[config.mk]
export PLATFORM = sky130hd
export DESIGN_NAME = ec_config_control_regs
export DESIGN_NICKNAME = d
export VERILOG_FILES = /design/src/core/ec_cfg_pkg.sv /design/src/core/ec_pin_sync.sv /design/src/core/ec_config_control_regs.sv
export SDC_FILE = /design/constraint.sdc
export NUM_CORES = 1
export LEC_CHECK = 0
export BUFFER_PORTS_ARGS = -buffer_cell sky130_fd_sc_hd__buf_2
export CORE_UTILIZATION = 53
export CTS_BUF_LIST = sky130_fd_sc_hd__clkbuf_8
export DETAILED_ROUTE_END_ITERATION = 16
export PLACE_DENSITY = 0.88
export SLEW_MARGIN = 10
export SYNTH_ARGS = -nofsm -noshare
export SYNTH_HDL_FRONTEND = slang
export SYNTH_HIERARCHICAL = 1
export SYNTH_SLANG_ARGS = --single-unit
[constraint.sdc]
create_clock -name clk -period 2.5 [get_ports clk]
set_input_delay 0.5 -clock clk [delete_from_list [all_inputs] [get_ports clk]]
set_output_delay 0.5 -clock clk [all_outputs]
set_load 0.1 [all_outputs]
[src/core/ec_cfg_pkg.sv]
// Package of offsets, field positions, reset values and counts for the controller configuration bank
package ec_cfg_pkg;

  // ************************************************************
  // Register offsets in firmware data space
  // ************************************************************
  localparam logic [15:0] OFS_SILICON_REVISION = 16'h7f06;
  localparam logic [15:0] OFS_PART_IDENT = 16'h7f07;
  localparam logic [15:0] OFS_OUTPUT_ENABLE = 16'h7f3e;
  localparam logic [15:0] OFS_FUNCTION_DISABLE = 16'h7f3f;
  localparam logic [15:0] OFS_BUS_MONITOR = 16'h7f8a;
  localparam logic [15:0] OFS_CONTROLLER_CONFIG = 16'h7ff4;
  // Locations whose writes act on the keyboard-interface flags and address gate
  localparam logic [15:0] OFS_OUTPUT_DATA = 16'h7ff1;
  localparam logic [15:0] OFS_AUX_OUTPUT_DATA = 16'h7ffa;
  localparam logic [15:0] OFS_HOST_FULL_LATCH = 16'h7ffd;
  localparam logic [15:0] OFS_GATE_CLEAR = 16'h7ffe;
  localparam logic [15:0] OFS_GATE_SET = 16'h7fff;
  // Scratch memory windows
  localparam logic [15:0] SCRATCH_DATA_BASE = 16'h7b00;
  localparam logic [15:0] SCRATCH_DATA_LAST = 16'h7cff;
  localparam logic [15:0] SCRATCH_CODE_BASE = 16'hfe00;

  // ************************************************************
  // Field positions
  // ************************************************************
  localparam int DIS_SERIAL_BIT = 6;
  localparam int DIS_USER_BIT = 3;
  localparam int DIS_FLASH_BIT = 2;
  localparam int CFG_AUX_HW_BIT = 7;
  localparam int CFG_IRQ_GATE_BIT = 5;
  localparam int CFG_MMAP_BIT = 3;
  localparam int CFG_HOST_SRC_BIT = 2;
  localparam int CFG_GATE_ASSIST_BIT = 1;
  localparam int CFG_SLEEP_BIT = 0;
  localparam int OE_OVERRIDE_BIT = 3;
  localparam int OE_PWRGOOD_BIT = 2;
  localparam int OE_RESET_OUT_BIT = 1;
  localparam int OE_SLOW_CLK_BIT = 0;
  localparam int MON_PD_BIT = 0;
  localparam int STAT_OUT_FULL_BIT = 0;
  localparam int STAT_AUX_FULL_BIT = 5;

  // ************************************************************
  // Writable masks and reset values
  // ************************************************************
  localparam logic [7:0] DIS_WR_MASK = 8'h4c;
  localparam logic [7:0] CFG_WR_MASK = 8'haf;
  localparam logic [7:0] OE_WR_MASK = 8'h0b;
  localparam logic [7:0] DIS_RESET = 8'h00;
  localparam logic [7:0] CFG_RESET = 8'h00;
  localparam logic [7:0] OE_RESET = 8'h02;
  localparam logic [7:0] STOP_COUNT_RESET = 8'h00;

  // ************************************************************
  // Timing
  // ************************************************************
  localparam int CLK_PERIOD_PS = 5000;
  localparam int FORCE_RESET_NS = 100;
  localparam int FORCE_RESET_CYCLES = (FORCE_RESET_NS * 1000) / CLK_PERIOD_PS;

endpackage

[src/core/ec_pin_sync.sv]
// Three-stage pin synchroniser with second/third stage agreement
module ec_pin_sync #(
  parameter int WIDTH = 2
) (
  input wire logic clk,
  input wire logic rst,
  input wire logic [WIDTH-1:0] pin_in,
  output logic [WIDTH-1:0] pin_out
);

  logic [WIDTH-1:0] stage1_ff;
  logic [WIDTH-1:0] stage2_ff;
  logic [WIDTH-1:0] stage3_ff;

  // Per-bit chain; output moves only when the last two stages agree
  for (genvar i = 0; i < WIDTH; i++) begin : g_bit
    always_ff @(posedge clk) begin
      if (rst) begin
        stage1_ff[i] <= 1'b0;
        stage2_ff[i] <= 1'b0;
        stage3_ff[i] <= 1'b0;
        pin_out[i] <= 1'b0;
      end else begin
        stage1_ff[i] <= pin_in[i];
        stage2_ff[i] <= stage1_ff[i];
        stage3_ff[i] <= stage2_ff[i];
        if (stage2_ff[i] == stage3_ff[i]) begin
          pin_out[i] <= stage3_ff[i];
        end
      end
    end
  end

endmodule

[src/core/ec_config_control_regs.sv]
// Controller configuration and control register bank
//
// Operation
// - Disable bit 6 enables the serial port
// - Disable bit 3 is plain user storage
// - Disable bit 2 blocks host flash programming
// - Disable reserved bits read zero, ignore writes
// - Revision register is read-only revision code
// - Identification register is read-only part code
// - Aux-hardware bit lets aux writes set flag
// - Gate bit routes host full flag and aux-hardware write flag onto interrupts
// - Memory-map bit moves scratch RAM to code
// - Source bit picks latch or data-write full
// - Assist bit gives firmware the address gate
// - Power-control bit 0 enters idle or sleep
// - Wake-up and reset clear sleep select
// - No power-good forces reset-out bit set
// - Legacy clear counts down, releases reset, stops
// - Output-enable bit 2 mirrors power-good pin
// - Override gives reset-out direct pin control
// - Override keeps the controller clock running
// - Output-enable bit 0 gates slow clock out
// - Monitor bit 0 is inverse powerdown pin
module ec_config_control_regs
  import ec_cfg_pkg::*;
#(
  parameter logic [7:0] SILICON_REV_CODE = 8'h01, // Arbitrary value
  parameter logic [7:0] PART_ID_CODE = 8'h5a // Arbitrary value
) (
  input wire logic clk,
  input wire logic rst,
  input wire logic aux_rst,
  input wire logic [15:0] fw_addr,
  input wire logic fw_wr,
  input wire logic fw_rd,
  input wire logic [7:0] fw_wdata,
  output logic [7:0] fw_rdata,
  input wire logic power_good_pin,
  input wire logic bus_powerdown_pin_n,
  input wire logic slow_clock_in,
  input wire logic wake_event,
  input wire logic power_control_reg_idle,
  input wire logic host_gate_write,
  input wire logic host_gate_value,
  input wire logic stop_count_load,
  input wire logic [7:0] stop_count_value,
  input wire logic external_access_pin_n,
  output logic serial_port_enable,
  output logic host_flash_block,
  output logic keyboard_irq,
  output logic mouse_irq,
  output logic host_output_full,
  output logic aux_output_full,
  output logic addr20_gate,
  output logic scratch_in_code,
  output logic idle_req,
  output logic sleep_req,
  output logic system_reset_pin,
  output logic internal_reset,
  output logic stop_clock_flag,
  output logic cpu_clock_stop,
  output logic slow_clock_out_pin,
  output logic [7:0] status_out
);

  // ************************************************************
  // Storage
  // ************************************************************
  logic [7:0] disable_ff;
  logic [7:0] config_ff;
  logic [7:0] oe_ff;
  logic [7:0] stop_count_ff;
  logic stop_clock_ff;
  logic clock_stopped_ff;
  logic host_full_latch_ff;
  logic data_full_ff;
  logic aux_full_ff;
  logic aux_irq_src_ff;
  logic gate_ff;
  logic [2:0] sync_out;
  logic aux_rst_s;
  logic pwrgood_s;
  logic pd_s;
  logic nxt_host_full;
  logic reset_out_wr_clear;
  logic [7:0] nxt_rdata;

  // Secondary supply reset comes from another supply domain, so it shares the pin chain
  ec_pin_sync #(
    .WIDTH(3)
  ) u_sync (
    .clk(clk),
    .rst(rst),
    .pin_in({aux_rst, power_good_pin, bus_powerdown_pin_n}),
    .pin_out(sync_out)
  );

  assign aux_rst_s = sync_out[2];
  assign pwrgood_s = sync_out[1];
  assign pd_s = sync_out[0];

  // Decoded strobes
  logic wr_dis, wr_cfg, wr_oe, wr_data, wr_aux, wr_latch, wr_gclr, wr_gset;
  assign wr_dis = fw_wr && (fw_addr == OFS_FUNCTION_DISABLE);
  assign wr_cfg = fw_wr && (fw_addr == OFS_CONTROLLER_CONFIG);
  assign wr_oe = fw_wr && (fw_addr == OFS_OUTPUT_ENABLE);
  assign wr_data = fw_wr && (fw_addr == OFS_OUTPUT_DATA);
  assign wr_aux = fw_wr && (fw_addr == OFS_AUX_OUTPUT_DATA);
  assign wr_latch = fw_wr && (fw_addr == OFS_HOST_FULL_LATCH);
  assign wr_gclr = fw_wr && (fw_addr == OFS_GATE_CLEAR);
  assign wr_gset = fw_wr && (fw_addr == OFS_GATE_SET);

  // ************************************************************
  // Disable register
  // ************************************************************
  // Only serial, user and flash bits take writes
  always_ff @(posedge clk) begin
    if (rst) begin
      disable_ff <= DIS_RESET;
    end else if (wr_dis) begin
      disable_ff <= fw_wdata & DIS_WR_MASK;
    end
  end

  // ************************************************************
  // Configuration register
  // ************************************************************
  // Sleep select cleared by wake, wake wins over a firmware set
  always_ff @(posedge clk) begin
    if (rst) begin
      config_ff <= CFG_RESET;
    end else begin
      if (wr_cfg) begin
        config_ff <= fw_wdata & CFG_WR_MASK;
      end
      if (wake_event) begin
        config_ff[CFG_SLEEP_BIT] <= 1'b0;
      end
    end
  end

  // ************************************************************
  // Output enable register and legacy stop sequence
  // ************************************************************
  // Firmware clear of reset-out only honoured with power good
  assign reset_out_wr_clear = wr_oe && !fw_wdata[OE_RESET_OUT_BIT] && pwrgood_s;

  // Forced set takes five cycles from the pin, well inside the allowed window
  always_ff @(posedge clk) begin
    if (rst) begin
      oe_ff <= OE_RESET;
    end else begin
      if (wr_oe) begin
        oe_ff[OE_OVERRIDE_BIT] <= fw_wdata[OE_OVERRIDE_BIT];
        oe_ff[OE_SLOW_CLK_BIT] <= fw_wdata[OE_SLOW_CLK_BIT];
        if (pwrgood_s) begin
          oe_ff[OE_RESET_OUT_BIT] <= fw_wdata[OE_RESET_OUT_BIT];
        end
      end
      // Secondary supply reset: override off, reset-out set, slow clock bit kept
      if (aux_rst_s) begin
        oe_ff[OE_OVERRIDE_BIT] <= 1'b0;
        oe_ff[OE_RESET_OUT_BIT] <= 1'b1;
      end
      if (!pwrgood_s) begin
        oe_ff[OE_RESET_OUT_BIT] <= 1'b1;
      end
    end
  end

  // Count loaded by the timer side; legacy clear starts it
  always_ff @(posedge clk) begin
    if (rst) begin
      stop_count_ff <= STOP_COUNT_RESET;
      stop_clock_ff <= 1'b0;
    end else begin
      if (stop_count_load) begin
        stop_count_ff <= stop_count_value;
      end else if (stop_clock_ff && stop_count_ff != 8'h00) begin
        stop_count_ff <= stop_count_ff - 8'h01;
      end
      if (reset_out_wr_clear && !oe_ff[OE_OVERRIDE_BIT] && stop_count_ff != 8'h00) begin
        stop_clock_ff <= 1'b1;
      end else if (wr_oe && fw_wdata[OE_RESET_OUT_BIT]) begin
        stop_clock_ff <= 1'b0;
      end
    end
  end

  // Clock stop only in legacy mode, never under override
  always_ff @(posedge clk) begin
    if (rst) begin
      clock_stopped_ff <= 1'b0;
    end else if (oe_ff[OE_OVERRIDE_BIT]) begin
      clock_stopped_ff <= 1'b0;
    end else if (stop_clock_ff && stop_count_ff == 8'h00) begin
      clock_stopped_ff <= 1'b1;
    end else if (oe_ff[OE_RESET_OUT_BIT]) begin
      clock_stopped_ff <= 1'b0;
    end
  end

  // Reset pin: active low; override drives it straight from the bit
  always_ff @(posedge clk) begin
    if (rst) begin
      system_reset_pin <= 1'b0;
      internal_reset <= 1'b1;
      stop_clock_flag <= 1'b0;
      cpu_clock_stop <= 1'b0;
    end else begin
      if (oe_ff[OE_OVERRIDE_BIT]) begin
        system_reset_pin <= !oe_ff[OE_RESET_OUT_BIT];
        internal_reset <= oe_ff[OE_RESET_OUT_BIT];
      end else begin
        system_reset_pin <= clock_stopped_ff;
        internal_reset <= !clock_stopped_ff;
      end
      stop_clock_flag <= stop_clock_ff;
      cpu_clock_stop <= clock_stopped_ff && !oe_ff[OE_OVERRIDE_BIT];
    end
  end

  // ************************************************************
  // Keyboard interface flags and address gate
  // ************************************************************
  // Output-data write sets the data flag; aux write never sets it
  always_ff @(posedge clk) begin
    if (rst) begin
      data_full_ff <= 1'b0;
      host_full_latch_ff <= 1'b0;
    end else begin
      if (wr_data) begin
        data_full_ff <= 1'b1;
      end
      if (wr_latch) begin
        host_full_latch_ff <= fw_wdata[0];
      end
    end
  end

  assign nxt_host_full = config_ff[CFG_HOST_SRC_BIT] ? host_full_latch_ff : data_full_ff;

  // Aux full: hardware set or plain user bit
  always_ff @(posedge clk) begin
    if (rst) begin
      aux_full_ff <= 1'b0;
      aux_irq_src_ff <= 1'b0;
    end else begin
      if (config_ff[CFG_AUX_HW_BIT]) begin
        if (wr_aux) begin
          aux_full_ff <= 1'b1;
          aux_irq_src_ff <= 1'b1;
        end
      end else if (wr_aux) begin
        aux_full_ff <= fw_wdata[STAT_AUX_FULL_BIT];
      end
    end
  end

  // Gate follows latest host command or firmware write unless assisted
  always_ff @(posedge clk) begin
    if (rst) begin
      gate_ff <= 1'b0;
    end else if (wr_gset) begin
      gate_ff <= 1'b1;
    end else if (wr_gclr) begin
      gate_ff <= 1'b0;
    end else if (host_gate_write && !config_ff[CFG_GATE_ASSIST_BIT]) begin
      gate_ff <= host_gate_value;
    end
  end

  // ************************************************************
  // Registered outputs
  // ************************************************************
  always_ff @(posedge clk) begin
    if (rst) begin
      serial_port_enable <= 1'b0;
      host_flash_block <= 1'b0;
      keyboard_irq <= 1'b0;
      mouse_irq <= 1'b0;
      host_output_full <= 1'b0;
      aux_output_full <= 1'b0;
      addr20_gate <= 1'b0;
      scratch_in_code <= 1'b0;
      idle_req <= 1'b0;
      sleep_req <= 1'b0;
      slow_clock_out_pin <= 1'b0;
      status_out <= 8'h00;
    end else begin
      serial_port_enable <= disable_ff[DIS_SERIAL_BIT];
      host_flash_block <= disable_ff[DIS_FLASH_BIT];
      keyboard_irq <= config_ff[CFG_IRQ_GATE_BIT] && nxt_host_full;
      mouse_irq <= config_ff[CFG_IRQ_GATE_BIT] && aux_irq_src_ff;
      host_output_full <= nxt_host_full;
      aux_output_full <= aux_full_ff;
      addr20_gate <= gate_ff;
      scratch_in_code <= config_ff[CFG_MMAP_BIT];
      idle_req <= power_control_reg_idle && !config_ff[CFG_SLEEP_BIT];
      sleep_req <= power_control_reg_idle && config_ff[CFG_SLEEP_BIT];
      slow_clock_out_pin <= oe_ff[OE_SLOW_CLK_BIT] && slow_clock_in;
      status_out <= {2'b00, aux_full_ff, 4'b0000, nxt_host_full};
    end
  end

  // ************************************************************
  // Read path
  // ************************************************************
  always_comb begin
    nxt_rdata = 8'h00;
    unique case (fw_addr)
      OFS_SILICON_REVISION: nxt_rdata = SILICON_REV_CODE;
      OFS_PART_IDENT: nxt_rdata = PART_ID_CODE;
      OFS_FUNCTION_DISABLE: nxt_rdata = disable_ff & DIS_WR_MASK;
      OFS_CONTROLLER_CONFIG: nxt_rdata = config_ff & CFG_WR_MASK;
      OFS_OUTPUT_ENABLE: begin
        nxt_rdata = oe_ff & OE_WR_MASK;
        nxt_rdata[OE_PWRGOOD_BIT] = pwrgood_s;
      end
      OFS_BUS_MONITOR: nxt_rdata[MON_PD_BIT] = !pd_s;
      default: nxt_rdata = 8'h00;
    endcase
  end

  // Read data registered; no reset dependence for the monitor bit beyond sync
  always_ff @(posedge clk) begin
    if (rst) begin
      fw_rdata <= 8'h00;
    end else if (fw_rd) begin
      fw_rdata <= nxt_rdata;
    end
  end

endmodule

# Yosys cells after proc, flatten, opt, wreduce, memory -nomap -nowiden
# Index checks and enable logic that the tools add are counted.
[word_totals]
elab_cells = 118
in_bits = 46
ram_bits = 0
out_inout_bits = 31
reg_bits = 70
n_memories = 0
latch_bits = 0
rom_bits = 0
[op_classes]
reduce_logical = 41
n_mul = 0
div_mod_pow = 0
bitwise_logic = 1
muxes = 17
n_addsub = 1
shift = 0
eq_ne = 14
order_cmp = 0
[op_table]
columns = ["cell", "count"]
rows = [
  ["$eq 16x15->1 const B", 11],
  ["$pmux 7 s4", 1],
  ["$logic_and 1x1->1", 22],
  ["$mux 8", 2],
  ["$mux 1", 13],
  ["$logic_not 8->1", 1],
  ["$reduce_bool 8->1", 1],
  ["$sub 8x1->8 const B", 1],
  ["$logic_not 1->1", 7],
  ["$reduce_bool 2->1", 3],
  ["$reduce_or 2->1", 3],
  ["$pmux 1 s4", 1],
  ["$reduce_and 2->1", 2],
  ["$eq 1x1->1", 3],
  ["$reduce_bool 3->1", 1],
  ["$reduce_or 3->1", 1],
  ["$not 1->1", 1],
]

# Depth between registers and ports, before layout
[logic_depth]
depth_word = 7
ltp_mapped = 7
depth_no_buf = 7

# Modules after synthesis
# Netlist, hierarchy kept.
[modules_own_cells]
columns = ["module", "area_per_inst_um2", "cells_each", "instances"]
rows = [
  ["ec_config_control_regs", 2212.1, 253, 1],
  ["ec_pin_sync", 387.9, 31, 1],
]

# Least setup slack after synthesis
# No wires, ideal clock.
[synth_timing]
kind = "input-to-reg"
from = "in fw_addr[3]"
to = "reg config_ff[0]"
arrival_ps = 1918
path_slack_ps = 452
required_ps = 2370
path_stages = 7
cell_sequence = "clkbuf_1 > or4b_1 > nor4_2 > buf_2 > nand2_1 > mux2i_1 > nor3_1"
[synth_between]
elab_chain_len = 2
[synth_lines]
columns = ["element", "line", "text"]
rows = [
  ["from (decl)", "ec_config_control_regs.sv:33", "input wire logic [15:0] fw_addr,"],
  ["$eq 16x15->1", "ec_config_control_regs.sv:105", "assign wr_cfg = fw_wr && (fw_addr == OFS_CONTROLLER_CONFIG);"],
  ["$logic_and 1x1->1", "ec_config_control_regs.sv:105", ""],
  ["to (signal assigned)", "ec_config_control_regs.sv:134", "config_ff <= fw_wdata & CFG_WR_MASK;"],
  ["to (decl)", "ec_config_control_regs.sv:70", "logic [7:0] config_ff;"],
]
# Every way passes these cells.
# A chain may end at the register's enable or synchronous reset.

# Worst setup path after layout
[layout_timing]
from = "reg stop_count_ff[2]"
to = "reg stop_count_ff[2]"
[layout_between]
elab_chain_len = 3
elab_cells_between_ends = 6
cone_classes = "add/sub: 1; mux: 2; reduce/logical: 3"
[layout_lines]
columns = ["element", "line", "text"]
rows = [
  ["from (decl)", "ec_config_control_regs.sv:72", "logic [7:0] stop_count_ff;"],
  ["from (signal assigned)", "ec_config_control_regs.sv:178", "stop_count_ff <= stop_count_value;"],
  ["from (signal assigned)", "ec_config_control_regs.sv:180", "stop_count_ff <= stop_count_ff - 8'h01;"],
  ["$sub 8x1->8 or $reduce_bool 8->1 (tied branches)", "ec_config_control_regs.sv:180, ec_config_control_regs.sv:179", ""],
  ["$mux 8 or $logic_and 1x1->1 (tied branches)", "ec_config_control_regs.sv:179", "end else if (stop_clock_ff && stop_count_ff != 8'h00) begin"],
  ["$mux 8 or $reduce_bool 2->1 (tied branches)", "-", ""],
]
# Several ways; a longest one is shown, not always the timed one. The select of a mux whose other input is x is not followed.

==> results.toml <==
[floorplanning]
core_um2 = 4720
die_y_um = 72.0
die_x_um = 72.0
dieArea_um2 = 5190
rows = 25
ioPinCount = 77
start_util_pct = 55.0

[synthesis]
async_flop_share_pct = 0
yosys.area.top_type_share_pct = 47.7
synth_top_family_by_area = "simple AND/OR/NAND/NOR gates"
ys_seq_area_share_pct = 47.7
synth_edf_count = 0
synthAdderAreaFrac_pct = 0.481
synth_xor_xnor_area_share_pct = 1.01
synth.distinct_cells = 50
synth_compound_area_share_pct = 12.3
ys_ff_latch = 62
synth_warnings = 6
synthCells = 284
synth.largest_area_cell = "dfxtp_1"
muxShareOfSynthArea_pct = 3.85
synth_area_um2 = 2600
synthSimpleGateAreaFrac_pct = 29.1
synth_flop_cell = "dfxtp_1"
synth.avg_cell_area_um2 = 9.15
ys_top_cells_by_area = "dfxtp_1 (48%), a21oi_1 (3.8%), mux2i_1 (3.8%), nor2_1 (3.8%), nand2_1 (3.6%)"

[flow_run]
max_cap_violations = 0

[worst_setup_path]
cp-end-kind = "register"
path_cells = "or4_1 > nor4b_2 > nor3_1 > a211oi_1 > nor3_1"
cpMostUsedCell = "nor3_1"
start_kind = "register"
cp_max_fo = 8
path_class = "reg2reg"
cp.arrival_ns = 2.24
cp.required_ns = 2.69
path_delay_family = "simple AND/OR/NAND/NOR gates"
slowest_delay_ns = 0.69
crit_buf_inv = 0
slowest_stage = "or4_1"

[sta]
hold_viol = 0
setup_tns_ns = 0
finalSetupViolCount = 0
period_share_pct = 82.0
setup_slack_ns = 0.451
finalCriticalPeriod_ns = 2.05
worst_pin_slew_ns = 0.583
whs_ns = 0.346
rsz0062_at_grt = "no"
finalClockSkew_ns = 0.00612
finalMaxSlewViolations = 0
relSlewSlack_pct = 60.8
fmax_mhz = 488

[clock_tree]
clock_path_buffers = 2
clk_pin_slew_worst_paths_ns = 0.07
h-tree-depth = 3
numCtsBuffers = 9
clock_latency_ns = 0.33
cts_setup_buffers = 0
ctsRootBufferMaster = "clkbuf_8"
cts_resized = 0
cts_tree = "built"
clock-sinks = 62
hold_buffers = 0

[layout]
syn2layout_area_growth_pct = 22.0
diodes = 0
multi_input_area_um2 = 1240
final_cell_mix = "buf_2 (68), dfxtp_1 (62), nor2_1 (26)"
seq_area_um2 = 1240
layout-drive-gt1-share_pct = 30.5
nets = 403
fillers = 391
finalNonFillerCells = 428
layout_commonest_cell = "buf_2"

[worst_hold_path]
worstHoldPathType = "in2reg"

[power_and_ir_drop]
swShare_pct = 25.5
clkPwrFrac_pct = 40.7
intPower_mw = 1.52
p_leak_nw = 1.32
p_per_area_nw_per_um2 = 642
ir_drop_mv = 0.357
switchingPower_mw = 0.519
p_seq_share_pct = 49.8
p_comb_share_pct = 9.4

[route]
routed_wl_um = 5330
drt_pass1_iterations = 4
drc = 0
wire_per_inst_um = 12.4
viasPerCell = 5.28
drt_iter0_drc = 123
ant_nets = 0
vias = 2261

[grt]
grt_overflow_total = 0
grt_pass1_wl_um = 8580
grt_max_degree = 32
antenna_found_initial = 0
track_usage_pct = 21.5
grt_pass1_vias = 1950

[placement]
place_ws_ns = 0.276
io_buffer_count = 68
dp.cells = 412
gp_congestion = 0.842
dp_hpwl_um = 3900

[status]
status = "finished clean"
[final timing paths]
check | slack [ns] | cells after the start | endpoint | startpoint
setup / recovery | 0.45 | 5 | stop_count_ff[2] | stop_count_ff[2]
hold / removal | 0.35 | 2 | config_ff[0] | wake_event
setup reg to reg | 0.45 | 5 | stop_count_ff[2] | stop_count_ff[2]
hold reg to reg | 0.44 | 1 | u_sync/stage2_ff[1] | u_sync/stage1_ff[1]
[area by class of cell]
| cell class | instances | area share, % |
|---|---|---|
| Multi-Input combinational cell | 200 | 39.0 |
| Clock inverter | 7 | 2.05 |
| Timing Repair Buffer | 75 | 12.4 |
| Inverter | 8 | 0.946 |
| Sequential cell | 62 | 39.1 |
| Tap cell | 67 | 2.64 |
| Clock buffer | 9 | 3.90 |
[stage by stage]
step	util, %	area, um2	power, mW
global placement	63.2	2980	1.22
detailed placement	63.2	2980	1.23
CTS	67.2	3170	2.06
global route	67.2	3170	2.12
floorplan	-	2620	1.18
finish	67.2	3170	2.04
[power groups by stage]
stage               Clock [mW]  Combinational, mW  Sequential, mW
floorplan                    0              0.125            1.05
global placement             0              0.187            1.04
detailed placement           0              0.191            1.04
CTS                      0.847              0.193            1.02
global route             0.890              0.209            1.02
finish                   0.830              0.192            1.02
[per-layer routing]
metal | share of wire, % | track usage [%] | up-vias | wire, um
met2 | 49 | 37.5 | 82 | 2630
met4 | 1.3 | 9.80 | 0 | 71
met5 | 0 | 0 | - | 0
met1 | 43 | 24.3 | 1032 | 2290
met3 | 6.3 | 5.97 | 7 | 336
li1 | - | - | 1140 | -
[sequential cells by signal, summed over array words and instances, names as in the netlist, 3 cells and up]
| name | cells |
|---|---|
| u_sync/stage3_ff | 3 |
| fw_rdata | 8 |
| u_sync/stage1_ff | 3 |
| stop_count_ff | 8 |
| disable_ff | 3 |
| config_ff | 6 |
| u_sync/stage2_ff | 3 |
| oe_ff | 3 |
| u_sync/pin_out | 3 |
[logic make-up (layout without fill, tap and decap cells)]
| group | Yosys count | after routing |
|---|---|---|
| adder cells (fa/ha/maj) | 1 | 1 |
| multiplexers | 10 | 10 |
| AND/OR/NAND/NOR | 129 | 129 |
| XOR/XNOR | 3 | 3 |
| buffers and inverters | 27 | 99 |
| other | 1 | 6 |
| flip-flops | 62 | 62 |
| AO/OA/AOI/OAI | 51 | 51 |
[cell usage after synthesis (all sizes together), types with 2 or more instances]
library cell and n:
and2 3, nor3 8, nor4 6, nand3 14
a31oi 3, a22o 2, nand4 7, or4 2
a21oi 23, o21ai 9, xnor2 3, or4b 5
mux2i 10, nand2 25, dfxtp 62, nor2 26
inv 7, nor3b 5, buf 14, nor2b 16
o211ai 3, clkbuf 5, a211oi 5, nand2b 3
and2b 2
Note: power is estimated with default switching activity, not from simulation.
